$ cat src/hw/lsau_pkg.sv
package lsau_pkg;
    localparam int LSAU_XLEN = 32;
    localparam int LSAU_REG_W = 4;
    localparam logic [3:0] LSAU_SP_IDX = 4'hD;
    localparam logic [3:0] LSAU_PC_IDX = 4'hF;
    localparam int LSAU_SHIFT_MAX = 3;
    localparam int LSAU_WORD_STEP = 4;
    localparam int LSAU_OFS_PLAIN_MAX = 4095;
    localparam int LSAU_OFS_INDEX_MAX = 255;
    localparam int LSAU_OFS_NEG_MAX = 255;
    localparam int LSAU_OFS_PAIR_MAX = 1020;
    localparam logic [31:0] LSAU_ZERO_WORD = 32'h0000_0000;

    typedef enum logic [1:0] {
        LSAU_ADDR_OFFSET,
        LSAU_ADDR_PRE,
        LSAU_ADDR_POST,
        LSAU_ADDR_REGOFS
    } lsau_mode_e;

    typedef enum logic [1:0] {
        LSAU_SZ_BYTE,
        LSAU_SZ_HALF,
        LSAU_SZ_WORD,
        LSAU_SZ_PAIR
    } lsau_size_e;
endpackage

$ cat src/hw/lsau_core.sv
`timescale 1ns/10ps
// Function
// - Post-indexed access uses unmodified base address
// - Post-indexed writes adjusted address back to base
// - Byte, halfword, word, pair; loads signed or unsigned, stores unsigned only
// - Immediate offset ranges checked per mode and size
// - PC word load branches with bit0 cleared
// - Condition flags never modified
// - Register offset adds index shifted up to three
// - Register offset sizes byte, half, word only
// - Zero or sign extend narrow loads to 32 bits
// - Register-offset PC load branches halfword aligned
// - Pre-indexed applies offset first and writes back
module lsau_core
    import lsau_pkg::*;
#(
    parameter int SHIFT_MAX = LSAU_SHIFT_MAX,
    parameter int OFS_PLAIN_MAX = LSAU_OFS_PLAIN_MAX,
    parameter int OFS_INDEX_MAX = LSAU_OFS_INDEX_MAX,
    parameter int OFS_PAIR_MAX = LSAU_OFS_PAIR_MAX
)
(
    input wire logic i_clk,
    input wire logic i_rst_n,
    input wire logic i_valid,
    input wire logic i_load,
    input wire lsau_mode_e i_mode,
    input wire lsau_size_e i_size,
    input wire logic i_signed,
    input wire logic i_subtract,
    input wire logic [11:0] i_imm,
    input wire logic [1:0] i_shift,
    input wire logic [3:0] i_transfer_register,
    input wire logic [3:0] i_second_transfer_register,
    input wire logic [31:0] i_base_value,
    input wire logic [31:0] i_index_value,
    input wire logic [31:0] i_store_data,
    input wire logic [31:0] i_store_data2,
    input wire logic [3:0] i_flags,
    input wire logic i_mem_ack,
    input wire logic [31:0] i_mem_rdata,
    output logic o_busy,
    output logic o_mem_req,
    output logic o_mem_we,
    output logic [31:0] o_mem_addr,
    output logic [1:0] o_mem_size,
    output logic [31:0] o_mem_wdata,
    output logic o_reg_we,
    output logic [3:0] o_reg_idx,
    output logic [31:0] o_reg_data,
    output logic o_base_we,
    output logic [31:0] o_base_data,
    output logic o_branch,
    output logic [31:0] o_branch_target,
    output logic [3:0] o_flags,
    output logic o_offset_fault
);
    typedef enum logic [1:0] {
        LSAU_ST_IDLE,
        LSAU_ST_FIRST,
        LSAU_ST_SECOND
    } lsau_state_e;

    lsau_state_e state_q, state_d;
    logic load_q, load_d;
    lsau_size_e size_q, size_d;
    logic signed_q, signed_d;
    logic wb_q, wb_d;
    logic [3:0] rt_q, rt_d, rt2_q, rt2_d;
    logic [31:0] addr_q, addr_d, wbval_q, wbval_d, wd2_q, wd2_d;
    logic busy_q, busy_d, req_q, req_d, we_q, we_d;
    logic [31:0] maddr_q, maddr_d, wdata_q, wdata_d;
    logic [1:0] msize_q, msize_d;
    logic rwe_q, rwe_d, bwe_q, bwe_d, br_q, br_d, flt_q, flt_d;
    logic [3:0] ridx_q, ridx_d, flags_q, flags_d;
    logic [31:0] rdata_q, rdata_d, bdata_q, bdata_d, btgt_q, btgt_d;

    logic [31:0] ofs, adj, eff, ext;
    logic range_ok;
    int mag;

    // Limits that the fields cannot carry are refused
    if (SHIFT_MAX < 0 || SHIFT_MAX > LSAU_SHIFT_MAX) begin : g_shift_chk
        $error("Shift limit exceeds the shift field");
    end
    if (OFS_PLAIN_MAX > LSAU_OFS_PLAIN_MAX || OFS_INDEX_MAX < 0 ||
        OFS_INDEX_MAX > OFS_PLAIN_MAX) begin : g_ofs_chk
        $error("Offset limit exceeds the immediate field");
    end
    if (OFS_PAIR_MAX > OFS_PLAIN_MAX ||
        OFS_PAIR_MAX % LSAU_WORD_STEP != 0) begin : g_pair_chk
        $error("Pair offset limit is not a word multiple");
    end

    // Address, offset and refusal
    always_comb begin
        mag = int'(i_imm);
        ofs = {20'h0_0000, i_imm};
        if (i_mode == LSAU_ADDR_REGOFS) begin
            ofs = i_index_value << i_shift;
        end
        adj = i_subtract ? i_base_value - ofs : i_base_value + ofs;
        if (i_mode == LSAU_ADDR_REGOFS) begin
            adj = i_base_value + ofs;
        end
        eff = (i_mode == LSAU_ADDR_POST) ? i_base_value : adj;
        range_ok = 1'b1;
        if (i_mode == LSAU_ADDR_REGOFS) begin
            range_ok = (i_size != LSAU_SZ_PAIR) && (i_load || !i_signed) &&
                (int'(i_shift) <= SHIFT_MAX);
        end else if (i_size == LSAU_SZ_PAIR) begin
            range_ok = (mag <= OFS_PAIR_MAX) && (i_imm[1:0] == 2'h0);
        end else if (i_subtract) begin
            range_ok = mag <= LSAU_OFS_NEG_MAX;
        end else if (i_mode == LSAU_ADDR_OFFSET) begin
            range_ok = mag <= OFS_PLAIN_MAX;
        end else begin
            range_ok = mag <= OFS_INDEX_MAX;
        end
        if (!i_load && i_signed) begin
            range_ok = 1'b0;
        end
    end

    // Narrow load extension
    always_comb begin
        case (size_q)
            LSAU_SZ_BYTE: ext = signed_q ? {{24{i_mem_rdata[7]}},
                i_mem_rdata[7:0]} : {24'h00_0000, i_mem_rdata[7:0]};
            LSAU_SZ_HALF: ext = signed_q ? {{16{i_mem_rdata[15]}},
                i_mem_rdata[15:0]} : {16'h0000, i_mem_rdata[15:0]};
            default: ext = i_mem_rdata;
        endcase
    end

    // Transfer sequencing
    always_comb begin
        state_d = state_q;
        load_d = load_q;
        size_d = size_q;
        signed_d = signed_q;
        wb_d = wb_q;
        rt_d = rt_q;
        rt2_d = rt2_q;
        addr_d = addr_q;
        wbval_d = wbval_q;
        wd2_d = wd2_q;
        busy_d = busy_q;
        req_d = req_q;
        we_d = we_q;
        maddr_d = maddr_q;
        wdata_d = wdata_q;
        msize_d = msize_q;
        rwe_d = 1'b0;
        ridx_d = ridx_q;
        rdata_d = rdata_q;
        bwe_d = 1'b0;
        bdata_d = bdata_q;
        br_d = 1'b0;
        btgt_d = btgt_q;
        flt_d = 1'b0;
        flags_d = flags_q;
        case (state_q)
            LSAU_ST_IDLE: begin
                flags_d = i_flags;
                if (i_valid && !range_ok) begin
                    flt_d = 1'b1;
                end else if (i_valid) begin
                    load_d = i_load;
                    size_d = i_size;
                    signed_d = i_signed;
                    wb_d = (i_mode == LSAU_ADDR_PRE) ||
                        (i_mode == LSAU_ADDR_POST);
                    rt_d = i_transfer_register;
                    rt2_d = i_second_transfer_register;
                    addr_d = eff;
                    wbval_d = adj;
                    wd2_d = i_store_data2;
                    busy_d = 1'b1;
                    req_d = 1'b1;
                    we_d = !i_load;
                    maddr_d = eff;
                    wdata_d = i_store_data;
                    msize_d = (i_size == LSAU_SZ_PAIR) ? 2'h2 : 2'(i_size);
                    state_d = LSAU_ST_FIRST;
                end
            end
            LSAU_ST_FIRST, LSAU_ST_SECOND: begin
                if (i_mem_ack) begin
                    req_d = 1'b0;
                    if (load_q) begin
                        rwe_d = 1'b1;
                        ridx_d = (state_q == LSAU_ST_SECOND) ? rt2_q : rt_q;
                        rdata_d = ext;
                        if (state_q == LSAU_ST_FIRST && rt_q == LSAU_PC_IDX &&
                            size_q == LSAU_SZ_WORD) begin
                            rwe_d = 1'b0;
                            br_d = 1'b1;
                            btgt_d = {i_mem_rdata[31:1], 1'b0};
                        end
                    end
                    if (state_q == LSAU_ST_FIRST && size_q == LSAU_SZ_PAIR) begin
                        req_d = 1'b1;
                        maddr_d = addr_q + 32'(LSAU_WORD_STEP);
                        wdata_d = wd2_q;
                        state_d = LSAU_ST_SECOND;
                    end else begin
                        busy_d = 1'b0;
                        bwe_d = wb_q;
                        bdata_d = wbval_q;
                        state_d = LSAU_ST_IDLE;
                    end
                end
            end
            default: begin
                state_d = LSAU_ST_IDLE;
                busy_d = 1'b0;
                req_d = 1'b0;
            end
        endcase
    end

    // State registers
    always_ff @(posedge i_clk or negedge i_rst_n) begin
        if (!i_rst_n) begin
            state_q <= LSAU_ST_IDLE;
            load_q <= 1'b0;
            size_q <= LSAU_SZ_WORD;
            signed_q <= 1'b0;
            wb_q <= 1'b0;
            rt_q <= 4'h0;
            rt2_q <= 4'h0;
            addr_q <= LSAU_ZERO_WORD;
            wbval_q <= LSAU_ZERO_WORD;
            wd2_q <= LSAU_ZERO_WORD;
            busy_q <= 1'b0;
            req_q <= 1'b0;
            we_q <= 1'b0;
            maddr_q <= LSAU_ZERO_WORD;
            wdata_q <= LSAU_ZERO_WORD;
            msize_q <= 2'h0;
            rwe_q <= 1'b0;
            ridx_q <= 4'h0;
            rdata_q <= LSAU_ZERO_WORD;
            bwe_q <= 1'b0;
            bdata_q <= LSAU_ZERO_WORD;
            br_q <= 1'b0;
            btgt_q <= LSAU_ZERO_WORD;
            flt_q <= 1'b0;
            flags_q <= 4'h0;
        end else begin
            state_q <= state_d;
            load_q <= load_d;
            size_q <= size_d;
            signed_q <= signed_d;
            wb_q <= wb_d;
            rt_q <= rt_d;
            rt2_q <= rt2_d;
            addr_q <= addr_d;
            wbval_q <= wbval_d;
            wd2_q <= wd2_d;
            busy_q <= busy_d;
            req_q <= req_d;
            we_q <= we_d;
            maddr_q <= maddr_d;
            wdata_q <= wdata_d;
            msize_q <= msize_d;
            rwe_q <= rwe_d;
            ridx_q <= ridx_d;
            rdata_q <= rdata_d;
            bwe_q <= bwe_d;
            bdata_q <= bdata_d;
            br_q <= br_d;
            btgt_q <= btgt_d;
            flt_q <= flt_d;
            flags_q <= flags_d;
        end
    end

    // Outputs straight from registers
    assign o_busy = busy_q;
    assign o_mem_req = req_q;
    assign o_mem_we = we_q;
    assign o_mem_addr = maddr_q;
    assign o_mem_size = msize_q;
    assign o_mem_wdata = wdata_q;
    assign o_reg_we = rwe_q;
    assign o_reg_idx = ridx_q;
    assign o_reg_data = rdata_q;
    assign o_base_we = bwe_q;
    assign o_base_data = bdata_q;
    assign o_branch = br_q;
    assign o_branch_target = btgt_q;
    assign o_flags = flags_q;
    assign o_offset_fault = flt_q;
endmodule

$ cat config.mk
export PLATFORM = sky130hd
export DESIGN_NAME = lsau_core
export DESIGN_NICKNAME = d
export VERILOG_FILES = /design/src/hw/lsau_pkg.sv /design/src/hw/lsau_core.sv
export SDC_FILE = /design/constraint.sdc
export NUM_CORES = 1
export LEC_CHECK = 0
export ABC_AREA = 0
export BUFFER_PORTS_ARGS = -buffer_cell sky130_fd_sc_hd__buf_2
export CAP_MARGIN = 40
export CORE_ASPECT_RATIO = 1.1
export CORE_MARGIN = 2
export CORE_UTILIZATION = 46
export DETAILED_ROUTE_END_ITERATION = 16
export PLACE_DENSITY = 0.72
export SLEW_MARGIN = 30
export SYNTH_ARGS = -nofsm -noshare
export SYNTH_HDL_FRONTEND = slang
export SYNTH_SLANG_ARGS = --single-unit
$ cat constraint.sdc
create_clock -name i_clk -period 2.5 [get_ports i_clk]
set_clock_uncertainty 0.05 [all_clocks]
set_input_delay 0.5 -clock i_clk [delete_from_list [all_inputs] [get_ports i_clk]]
set_output_delay 0.5 -clock i_clk [all_outputs]
set_load 0.02 [all_outputs]
Yosys cells after proc, flatten, opt, wreduce, memory -nomap -nowiden:

Index checks and enable logic that the tools add are counted.

* register bits after elaboration: 287
* bits of input ports: 197
* output and inout port bits: 177
* logic and storage cells: 124

* $add $sub $neg: 3
* magnitude comparators: 2
* eq/ne operators: 16
* shift-type cells: 1
* muxes and demuxes: 50
* bitwise gates (word level): 2
* reductions and logical operators: 25

Operators with widths (count)
* $mux 32: 14
* $pmux 32 s2: 3
* $add 32x3->32 const B: 1
* $add 32x32->32: 1
* $shl 32x2->32: 1
* $sub 32x32->32: 1
* $mux 1: 24
* $eq 2x2->1 const B: 6
* $le 12x10->1 const B: 1
* $le 12x8->1 const B: 1
* $ne 2x2->1 const B: 6
* $reduce_and 3->1: 4
* $mux 2: 5
* $logic_not 2->1: 4
* $reduce_and 4->1: 2
* $logic_and 1x1->1: 7
* $eq 2x1->1 const B: 3
* $reduce_and 5->1: 1
* $eq 4x4->1 const B: 1
* $mux 4: 1
* $pmux 1 s2: 2
* $pmux 2 s2: 1
* $logic_not 1->1: 3
* $logic_or 1x1->1: 2
* 3 further kinds: 4

Logic depth before layout (Yosys ltp):

Gate-level depths: netlist (run 1).

* depth after elaboration: 10
* mapped depth: 17
* gate-level depth less buffers: 15

Worst setup path before layout (run 1):

No wires, ideal clock.

* kind: in2reg
* start: input port i_shift[0]
* end: register maddr_q[26], in the netlist o_mem_addr[26]
* library setup time: 0.066 ns
* arrival: 4.047 ns
* data required time: 2.384 ns
* path slack: -1.663 ns
* stages: 16
* buffers on the path: 2
* cell sequence: clkbuf_1 > clkbuf_1 > nand2b_1 > nor2_1 > mux2_2 > ha_1 > fa_1 > and2b_1 > o31a_1 > a21oi_1 > a31o_4 > a21oi_2 > or4b_1 > mux2_1 > a31oi_1 > a32o_2

* cells in the longest elaborated chain, start to end: 9
* elaborated cells on any way between the ends: 10
* those cells by class: 2 x add/sub; 1 x shift; 7 x mux

Ends and longest elaborated chain
* start: declaration: RTL line lsau_core.sv:32 `input wire logic [1:0] i_shift,`
* $shl 32x2->32 *: RTL line lsau_core.sv:100 `ofs = i_index_value << i_shift;`
* $mux 32 *: RTL line lsau_core.sv:99 `if (i_mode == LSAU_ADDR_REGOFS) begin`
* $add 32x32->32 / $sub 32x32->32 (equally long branches): RTL line lsau_core.sv:102, lsau_core.sv:104
* $mux 32: RTL line lsau_core.sv:102 `adj = i_subtract ? i_base_value - ofs : i_base_value + ofs;`
* $mux 32 *: RTL line lsau_core.sv:103 `if (i_mode == LSAU_ADDR_REGOFS) begin`
* $mux 32 *: RTL line lsau_core.sv:106 `eff = (i_mode == LSAU_ADDR_POST) ? i_base_value : adj;`
* $mux 32 *: RTL line lsau_core.sv:168 `end else if (i_valid) begin`
* $mux 32 *: RTL line lsau_core.sv:166 `if (i_valid && !range_ok) begin`
* $pmux 32 s2 *: RTL line lsau_core.sv:163 `case (state_q)`
* end signal: assignment: RTL line lsau_core.sv:265 `maddr_q <= maddr_d;`
* end: declaration: RTL line lsau_core.sv:72 `logic [31:0] maddr_q, maddr_d, wdata_q, wdata_d;`

Mark *: on every way between the ends. The rest lies on a longest branch, timed or not. The select of a mux whose other input is x is not followed.
A chain may end at the register's enable or synchronous reset.

Worst setup path in the final report (run 1):

* start: input port i_shift[0]
* end: register wbval_q[31]

* cells in the longest elaborated chain, start to end: 5
* elaborated cells on any way between the ends: 6
* those cells by class: 2 x add/sub; 1 x shift; 3 x mux

Ends and longest elaborated chain
* $shl 32x2->32 *: RTL line lsau_core.sv:100
* $mux 32 *: RTL line lsau_core.sv:99
* $add 32x32->32 / $sub 32x32->32 (equally long branches): RTL line lsau_core.sv:102, lsau_core.sv:104
* $mux 32: RTL line lsau_core.sv:102
* $mux 32 *: RTL line lsau_core.sv:103
* end signal: assignment: RTL line lsau_core.sv:260 `wbval_q <= wbval_d;`
* end: declaration: RTL line lsau_core.sv:70 `logic [31:0] addr_q, addr_d, wbval_q, wbval_d, wd2_q, wd2_d;`

Mark *: on every way between the ends. The rest lies on a longest branch, timed or not.

==> results summary, run 1 <==
The most critical setup path has its startpoint at i_shift[0]. The sum of internal, switching and leakage power is 24.5 mW. The worst setup path is captured at a flop. The startpoint of the worst-slack reg-to-reg timing path is state_q[0]. The final weighted congestion of routability-driven global placement came out at 0.929. After the first detailed-routing iteration, the DRC count stood at 1083. The total clock sinks is 287. The synthesis warning total came out at 0.

The post-synthesis instance area came out at 17500 um^2. The global routing met3 resource utilization came out at 4.30%. The startpoint of the worst hold path is i_store_data2[31]. The worst register-to-register path has a depth of 8. Static timing analysis puts the maximum clock frequency at 285 MHz. The number of buffers between clock root and the deepest sink came out at 3. Once layout is complete, the utilization of the core stands at 70.8%.

The final cycle utilization of the critical path came out at 140%. The slack of the worst reg-to-reg path came out at 0.07 ns. The first-pass GRT wire length came out at 97.4 mm. The startpoint class of the critical path is a primary input. For this design the static power due to leakage is 13.0 nW.

Along the worst path, the maximum fanout reaches 5. The total clock buffers created by CTS came out at 28. The residual overflow from global routing came out at 0.

The max capacitance violation total is 0. Clock-pin slew was measured on the worst setup and hold paths at 0.07 ns. The capturing point of the worst reg2reg path is o_mem_addr[30]. The clock root buffer is clkbuf_16. The number of design rule violations left after detail routing is 0. The power per cell area is 928 nW/um^2. The timing endpoint of the critical path is wbval_q[31]. The final number of max-transition violations came out at 0. The area inside the core boundary is 37300 um^2. The portion of synthesized cell area occupied by the leading cell type is 41.0%.

At the worst endpoint, the required time is 2.89 ns. The via count of the first global-routing pass came to 18000. At the pin with the least slew margin, the transition time is 0.694 ns. For the worst-skew pair, the clock arrives at the later sink with an insertion delay of 0.55 ns.

The detailed-placement wirelength estimate came out at 48.3 mm. Entering global routing, the biggest net connects 58 pins. The number of hold violations in the final report is 0. The floorplan has 74 rows. In this run the vertical extent of the chip is 208 um. In the final routed layout, each cell accounts on average for 19.3 um.

The initial utilization of the core area, before any placement, comes to 46.8%. Ranked by total cell area, the synthesized netlist is headed by dfrtp_1 (41%), nand2_1 (8.6%), mux2_2 (6.1%). The final critical path time including I/O delays and setup is 3.51 ns.

At the end of the flow, the number of nets in the layout was 3052. The count of nets left with antenna violations once routing finished came out at 0. The global-route usage over all layers came out at 31.0%.

The worst slew margin relative to its limit came out at 53.6%. The number of synthesized register bits came out at 287. Setup repair after global routing could not meet its margin everywhere.

The initial antenna violation count is 1. The data arrival time of the worst path is 3.90 ns. The post-detailed-route via-to-cell ratio is 5.47. The worst setup path is of the in -> reg kind. The detailed-router iteration count before antenna repair came out at 6. The flow ran to the end, but the final reports show violations. The worst hold path belongs to the class in -> reg. The layout overhead on the synthesized area came out at 51.5%. The average footprint of a synthesized cell is 8.77 um^2. The count of pins on the block boundary came out at 374. The number of nets produced by synthesis is 2270. The final setup violation count is 87.

The number of buffer cells added on primary ports is 372. The count of mapped cells out of synthesis came out at 1991. The overall die width came out at 190 um. The maximum level of the CTS H-tree is 1. In this run, synthesis inferred 0 flip-flops with an integrated enable.

The number of distinct library cells after synthesis came out at 88. TritonCTS built the clock tree. The busiest layer in global routing is met2.

The synthesized design spends more area on one cell type than any other, namely dfrtp_1. The setup slack of the critical path after layout came out at -1.01 ns. The async set-reset flop share out of synthesis is 100%.

Across the VDD grid, the largest voltage drop is 0.677 mV. The worst hold margin is 0.0948 ns. The number of non-filler instances in the completed layout is 3290. The most used flip-flop cell after synthesis is dfrtp_1. The checks that failed: setup timing. The met1 track utilization from global routing came out at 40.5%. The share of final-layout standard cells stronger than drive strength 1 came out at 46.1%. The via total after detailed routing came out at 18000. The total wirelength of the detailed-routed design is 63.4 mm. The sequential cell area fraction in the yosys report came out at 41.2%. The number of cells in the design after placement came out at 3146. For this run, global-route usage on met2 was measured as 52.7%. The overall die area came out at 39500 um^2.
-- area by class of cell --
type	instances	area (um^2)
Clock inverter	14	189
Inverter	93	352
Antenna cell	1	2.50
Fill cell	2860	10900
Tap cell	494	618
Sequential cell	287	7180
Clock buffer	38	810
Timing Repair Buffer	875	6170
Multi-Input combinational cell	1488	11100
-- power by group --
| group | leakage, nW | internal (mW) | switching, mW |
|---|---|---|---|
| clock | 0.489 | 2.70 | 1.85 |
| sequential | 3.54 | 6.68 | 1.36 |
| combinational | 8.98 | 5.09 | 6.87 |
| total | 13.0 | 14.5 | 10.1 |
-- Yosys cell counts, drive strengths merged, types with 10 or more instances --
master,instances
xor2,24
nor2b,12
a211oi,13
mux2i,75
o21ai,105
nand2,400
a31oi,25
o21bai,10
a21o,17
dfrtp,286
o211ai,32
nand3,38
buf,26
nor4,12
mux2,95
nor2,153
a21oi,149
o21a,12
xnor2,34
nand2b,14
inv,93
nor3,26
and3,18
clkbuf,97
ha,80
nand4,16
o31ai,17
-- worst max-delay path, stage by stage --
cell      delay (ns)
buf_12          0.12
buf_16          0.13
mux2i_2         0.23
mux2i_1         0.12
mux2i_1         0.28
ha_1            0.35
buf_6           0.16
nor2_4          0.17
o211ai_1        0.15
and3_4          0.21
or3_4           0.33
and3_4          0.19
a211o_1         0.34
a32oi_4         0.32
and3_1          0.22
o31ai_2         0.06
-- timing repair --
action / CTS / global route
cloned: 3 / 0
hold buffers: 1 / 0
endpoints found under the hold margin: 47 / 0
endpoints found under the setup margin: 84 / 115
setup buffers: 64 / 32
resized for setup: 178 / 154
pin swaps: 103 / 90
-- registers in the layout, summed over array words and instances (netlist names), 2 cells and up --
register	count
wbval_q	32
o_mem_wdata	32
o_mem_addr	32
o_branch_target	31
rt2_q	4
size_q	2
o_mem_size	2
wd2_q	32
o_reg_data	32
rt_q	4
state_q	2
o_flags	4
o_reg_idx	4
addr_q	32
o_base_data	32
-- cells by family (layout without fill, tap and decap cells) --
group / count (synthesis) / in the layout / synth area share [%]
other: 1 / 2 / 0.0215
AO/OA/AOI/OAI: 452 / 452 / 16.7
multiplexers: 170 / 170 / 10.4
XOR/XNOR: 58 / 58 / 2.91
buffers and inverters: 216 / 1020 / 4.89
flip-flops: 287 / 287 / 41.2
adder cells (fa/ha/maj): 82 / 82 / 5.97
AND/OR/NAND/NOR: 725 / 725 / 18.0
-- worst min path at each step --
| stage | cells after the start | endpoint | slack, ns |
|---|---|---|---|
| final | 3 | wd2_q[31] | 0.09 |
| after global routing | 3 | wd2_q[28] | 0.09 |
| after CTS | 3 | wd2_q[31] | 0.07 |
| after detailed placement | 2 | o_reg_data[0] | 0.41 |
| after global placement | 2 | o_mem_addr[12] | 0.40 |
| after floorplan | 0 | addr_q[0] | 0.15 |
-- per-stage QoR --
| stage | cell area (um^2) | setup WS (ns) | TNS, ns |
|---|---|---|---|
| 5_1_grt | 26400 | -1.12 | -72.72 |
| 4_1_cts | 25500 | -0.906 | -55.86 |
| 3_5_place_dp | 23100 | -1.62 | -150.23 |
| 2_1_floorplan | 17800 | -1.18 | -67.92 |
| 3_3_place_gp | 23100 | -1.55 | -141.89 |
| 6_report | 26400 | -1.01 | -61.99 |
-- metal layers --
metal / part of all wire (%) / wire length (um)
met3: 6.3 / 4020
met4: 3.5 / 2190
met5: 0 / 0
met1: 42 / 26500
met2: 48 / 30800
-- layout by cell type, fill, tap and decap left out, drive strengths merged, types with 7 or more instances in the layout --
master  synthesis  layout
o31ai          17      17
o21a           12      12
xnor2          34      34
or3             7       7
a21o           17      17
o21ai         105     105
mux2           95      95
o21bai         10      10
clkbuf         97      38
nand4          16      16
buf            26     874
a221oi          8       8
nand3          38      38
dfrtp         286     286
and2            8       8
ha             80      80
inv            93      95
nand2         400     400
xor2           24      24
a21oi         149     149
nor2b          12      12
nor3           26      26
nor2          153     153
o211ai         32      32
nand2b         14      14
nor4           12      12
a31oi          25      25
a211oi         13      13
and3           18      18
mux2i          75      75
(Power assumes the default switching activity.)
==> run 2: changes to the inputs <==
- CORE_UTILIZATION: 46 -> 50
- PLACE_DENSITY: 0.72 -> 0.77
- clock period: 2.5 -> 2.8 ns (I/O delays scaled with it)
==> results summary, run 2 (synthesis results as in run 1) <==
The most frequent standard cell in the layout excluding fill and tap cells is nand2_1 (was buf_4). The worst slew margin relative to its limit is 55.9% (was 53.6%). The wire length per cell is 20.3 um (was 19.3 um). The area occupied by multi-input gates is 11000 um^2 (was 11100 um^2). The largest net degree at the start of global routing came to 73 (was 58). The via total after detailed routing is 18100 (was 18000).

The kind of critical path is in -> reg (unchanged). The layout filler cell count is 2486 (was 2860). The overall die area came to 36400 um^2 (was 39500 um^2). The setup slack of the critical path after layout was -0.693 ns (was -1.01 ns). The final weighted congestion of routability-driven global placement came out at 0.981 (was 0.929).

The total clock buffers created by CTS came out at 28 (unchanged). The maximum vdd drop is 0.533 mV (was 0.677 mV). The maximum level of the CTS H-tree is 1 (unchanged). The number of design rule violations left after detail routing is 0 (unchanged). The number of hold violations in the final report came to 0 (unchanged).

The clock-pin slew on the worst setup and hold paths is 0.07 ns (about the same). The detailed-placement wirelength estimate is 48.7 mm (was 48.3 mm). The slowest library cell on the worst path is or4_4 (was ha_1). CP cell instances: buf_12 -> buf_12 -> mux2_4 -> nand2_2 -> o21ai_1 -> mux2i_1 -> ha_1 -> nor2b_4 -> or4_4 -> a21oi_4 -> nand4_1 -> and3_4 -> a211o_1 -> a32o_2 -> o2111ai_2 -> nand3_1 (was buf_12 -> buf_16 -> mux2i_2 -> mux2i_1 -> mux2i_1 -> ha_1 -> buf_6 -> nor2_4 -> o211ai_1 -> and3_4 -> or3_4 -> and3_4 -> a211o_1 -> a32oi_4 -> and3_1 -> o31ai_2).

Highest-count cells in the layout ignoring fill and taps: nand2_1 (387), buf_4 (386), buf_2 (370) (was buf_4 (442), nand2_1 (385), buf_2 (370)). RSZ-0062 raised after global routing: yes (unchanged). The startpoint of the most critical setup path is i_shift[0] (unchanged). The number of buffers between clock root and the deepest sink came out at 3 (unchanged).

The initial antenna violation count is 1 (unchanged). Run status: finished with violations (unchanged). The remaining antenna violation count after routing came out at 0 (unchanged). The initial core utilization came out at 50.9% (was 46.8%). The critical-path maximum fanout came to 5 (unchanged).

The worst path in the final design needs a cycle of 3.49 ns, including I/O delays and setup. The detailed router's first-iteration violation count is 1439 (was 1083). The number of buffer cells added on primary ports is 372 (unchanged).

The clock latency on the worst-skew pair is 0.55 ns (about the same). Violated checks: setup timing (unchanged). The overall die width came out at 182 um (was 190 um). The peak per-stage delay on the critical path is 0.46 ns (was 0.35 ns).

The clock root buffer is clkbuf_16 (unchanged). The global-route usage over all layers is 33.8% (was 31.0%). The detailed-router iteration count before antenna repair is 6 (unchanged). The residual overflow from global routing is 0 (unchanged). The max capacitance violation total is 0 (unchanged). The area inside the core boundary was 34300 um^2 (was 37300 um^2). The layout overhead on the synthesized area was 46.4% (was 51.5%). The final standard cell utilization of the core is 74.5% (was 70.8%).

The kind of cell adding the most delay to the critical path is simple AND/OR/NAND/NOR gates (unchanged). The area taken by flip-flops and latches came out at 7180 um^2 (unchanged). The count of pins on the block boundary came out at 374 (unchanged). The number of rows in the core area came out at 71 (was 74). The critical path's most frequent cell is buf_12. The final number of max-transition violations is 0 (unchanged). The via count of the first global-routing pass came out at 18200 (was 18000).

The startpoint of the worst hold path is i_store_data2[9] (was i_store_data2[31]). The final cycle utilization of the critical path is 125%. The slew at the pin closest to its max-slew limit was 0.657 ns (was 0.694 ns).

The startpoint class of the critical path is a primary input (unchanged). The layout net count is 2984 (was 3052). The number of buffers and inverters on the critical path is 2 (was 3). The total wirelength of the detailed-routed design came to 64.3 mm (was 63.4 mm).

The required time reported for the critical path endpoint is 3.18 ns (was 2.89 ns). The worst-case setup slack after placement is -1.48 ns (was -1.62 ns). The clock tree from TritonCTS is done (unchanged). The total clock sinks came to 287 (unchanged). The leakage power of the design is 12.6 nW (was 13.0 nW). The data arrival time of the worst path is 3.87 ns (was 3.90 ns). The type of destination of the critical path is a flop (unchanged).

The overall die height is 200 um (was 208 um). The achievable clock frequency came out at 286 MHz. The final setup violation count came out at 82 (was 87). The post-detailed-route via-to-cell ratio is 5.72 (was 5.47). The power per cell area came out at 848 nW/um^2 (was 928 nW/um^2). The first-pass GRT wire length was 97.3 mm (was 97.4 mm).

The startpoint of the worst-slack reg-to-reg timing path is state_q[0] (unchanged). The class of the tightest hold or removal check is in -> reg (unchanged). The share of final-layout standard cells stronger than drive strength 1 came out at 43.9% (was 46.1%).
==> run 2: per-stage QoR <==
stage                     instance area, um^2  std cells  setup TNS [ns]  total power, mW  hold WS [ns]
after floorplan                         17800       1991          -47.35             12.7         0.214
after global placement                  22700       3053         -100.98             16.5         0.400
after detailed placement                22700       3053         -111.52             16.8         0.405
after CTS                               24900       3139          -34.62             21.3         0.140
after global routing                    25500       3163          -50.03             22.8         0.143
final                                   25500       3164          -39.12             21.7         0.156
==> run 2: per-layer routing <==
metal	GRT usage (%)	up-vias	share of wire, %
met4	15.1	2	5.0
met3	5.22	197	7.3
met2	57.8	827	48
met5	0	-	0.014
li1	-	8334	-
met1	42.8	8745	40
==> run 2: repair_timing <==
item	in CTS	in global routing
gates cloned	2	0
hold endpoints to repair	65	0
resized for setup	196	110
setup buffers	42	30
hold buffers	1	0
endpoints found under the setup margin	82	84
pin swaps	107	92
==> run 2: layout make-up <==
cell class              instances  area share (%)
repair buffers                807            21.6
flip-flops and latches        287            28.1
well taps                     438            2.15
inverters                      93            1.37
multi-input cells            1488            43.0
clock buffers                  36            3.18
clock inverters                14           0.593
diodes                          1         0.00980
==> run 2: worst min-delay path, stage by stage <==
cell and delay, ns:
buf_2 0.07, nand2_1 0.04, nand2_1 0.05
==> run 2: final timing paths <==
| kind | to | slack (ns) | cells after the start |
|---|---|---|---|
| max | addr_q[31] | -0.69 | 16 |
| min | wd2_q[9] | 0.16 | 3 |
| max reg2reg | o_mem_wdata[8] | 0.20 | 9 |
| min reg2reg | o_mem_addr[12] | 0.42 | 2 |
| max in group asynchronous | o_mem_addr[1] | 1.39 | 3 |
| min in group asynchronous | o_flags[2] | 0.51 | 2 |
==> run 2: report_power, final <==
group	internal [mW]	switching, mW	total (mW)	leakage [nW]
Clock	2.25	1.68	3.93	0.460
Sequential	5.97	1.39	7.35	3.54
Combinational	4.30	6.08	10.4	8.58
Total	12.5	9.14	21.7	12.6
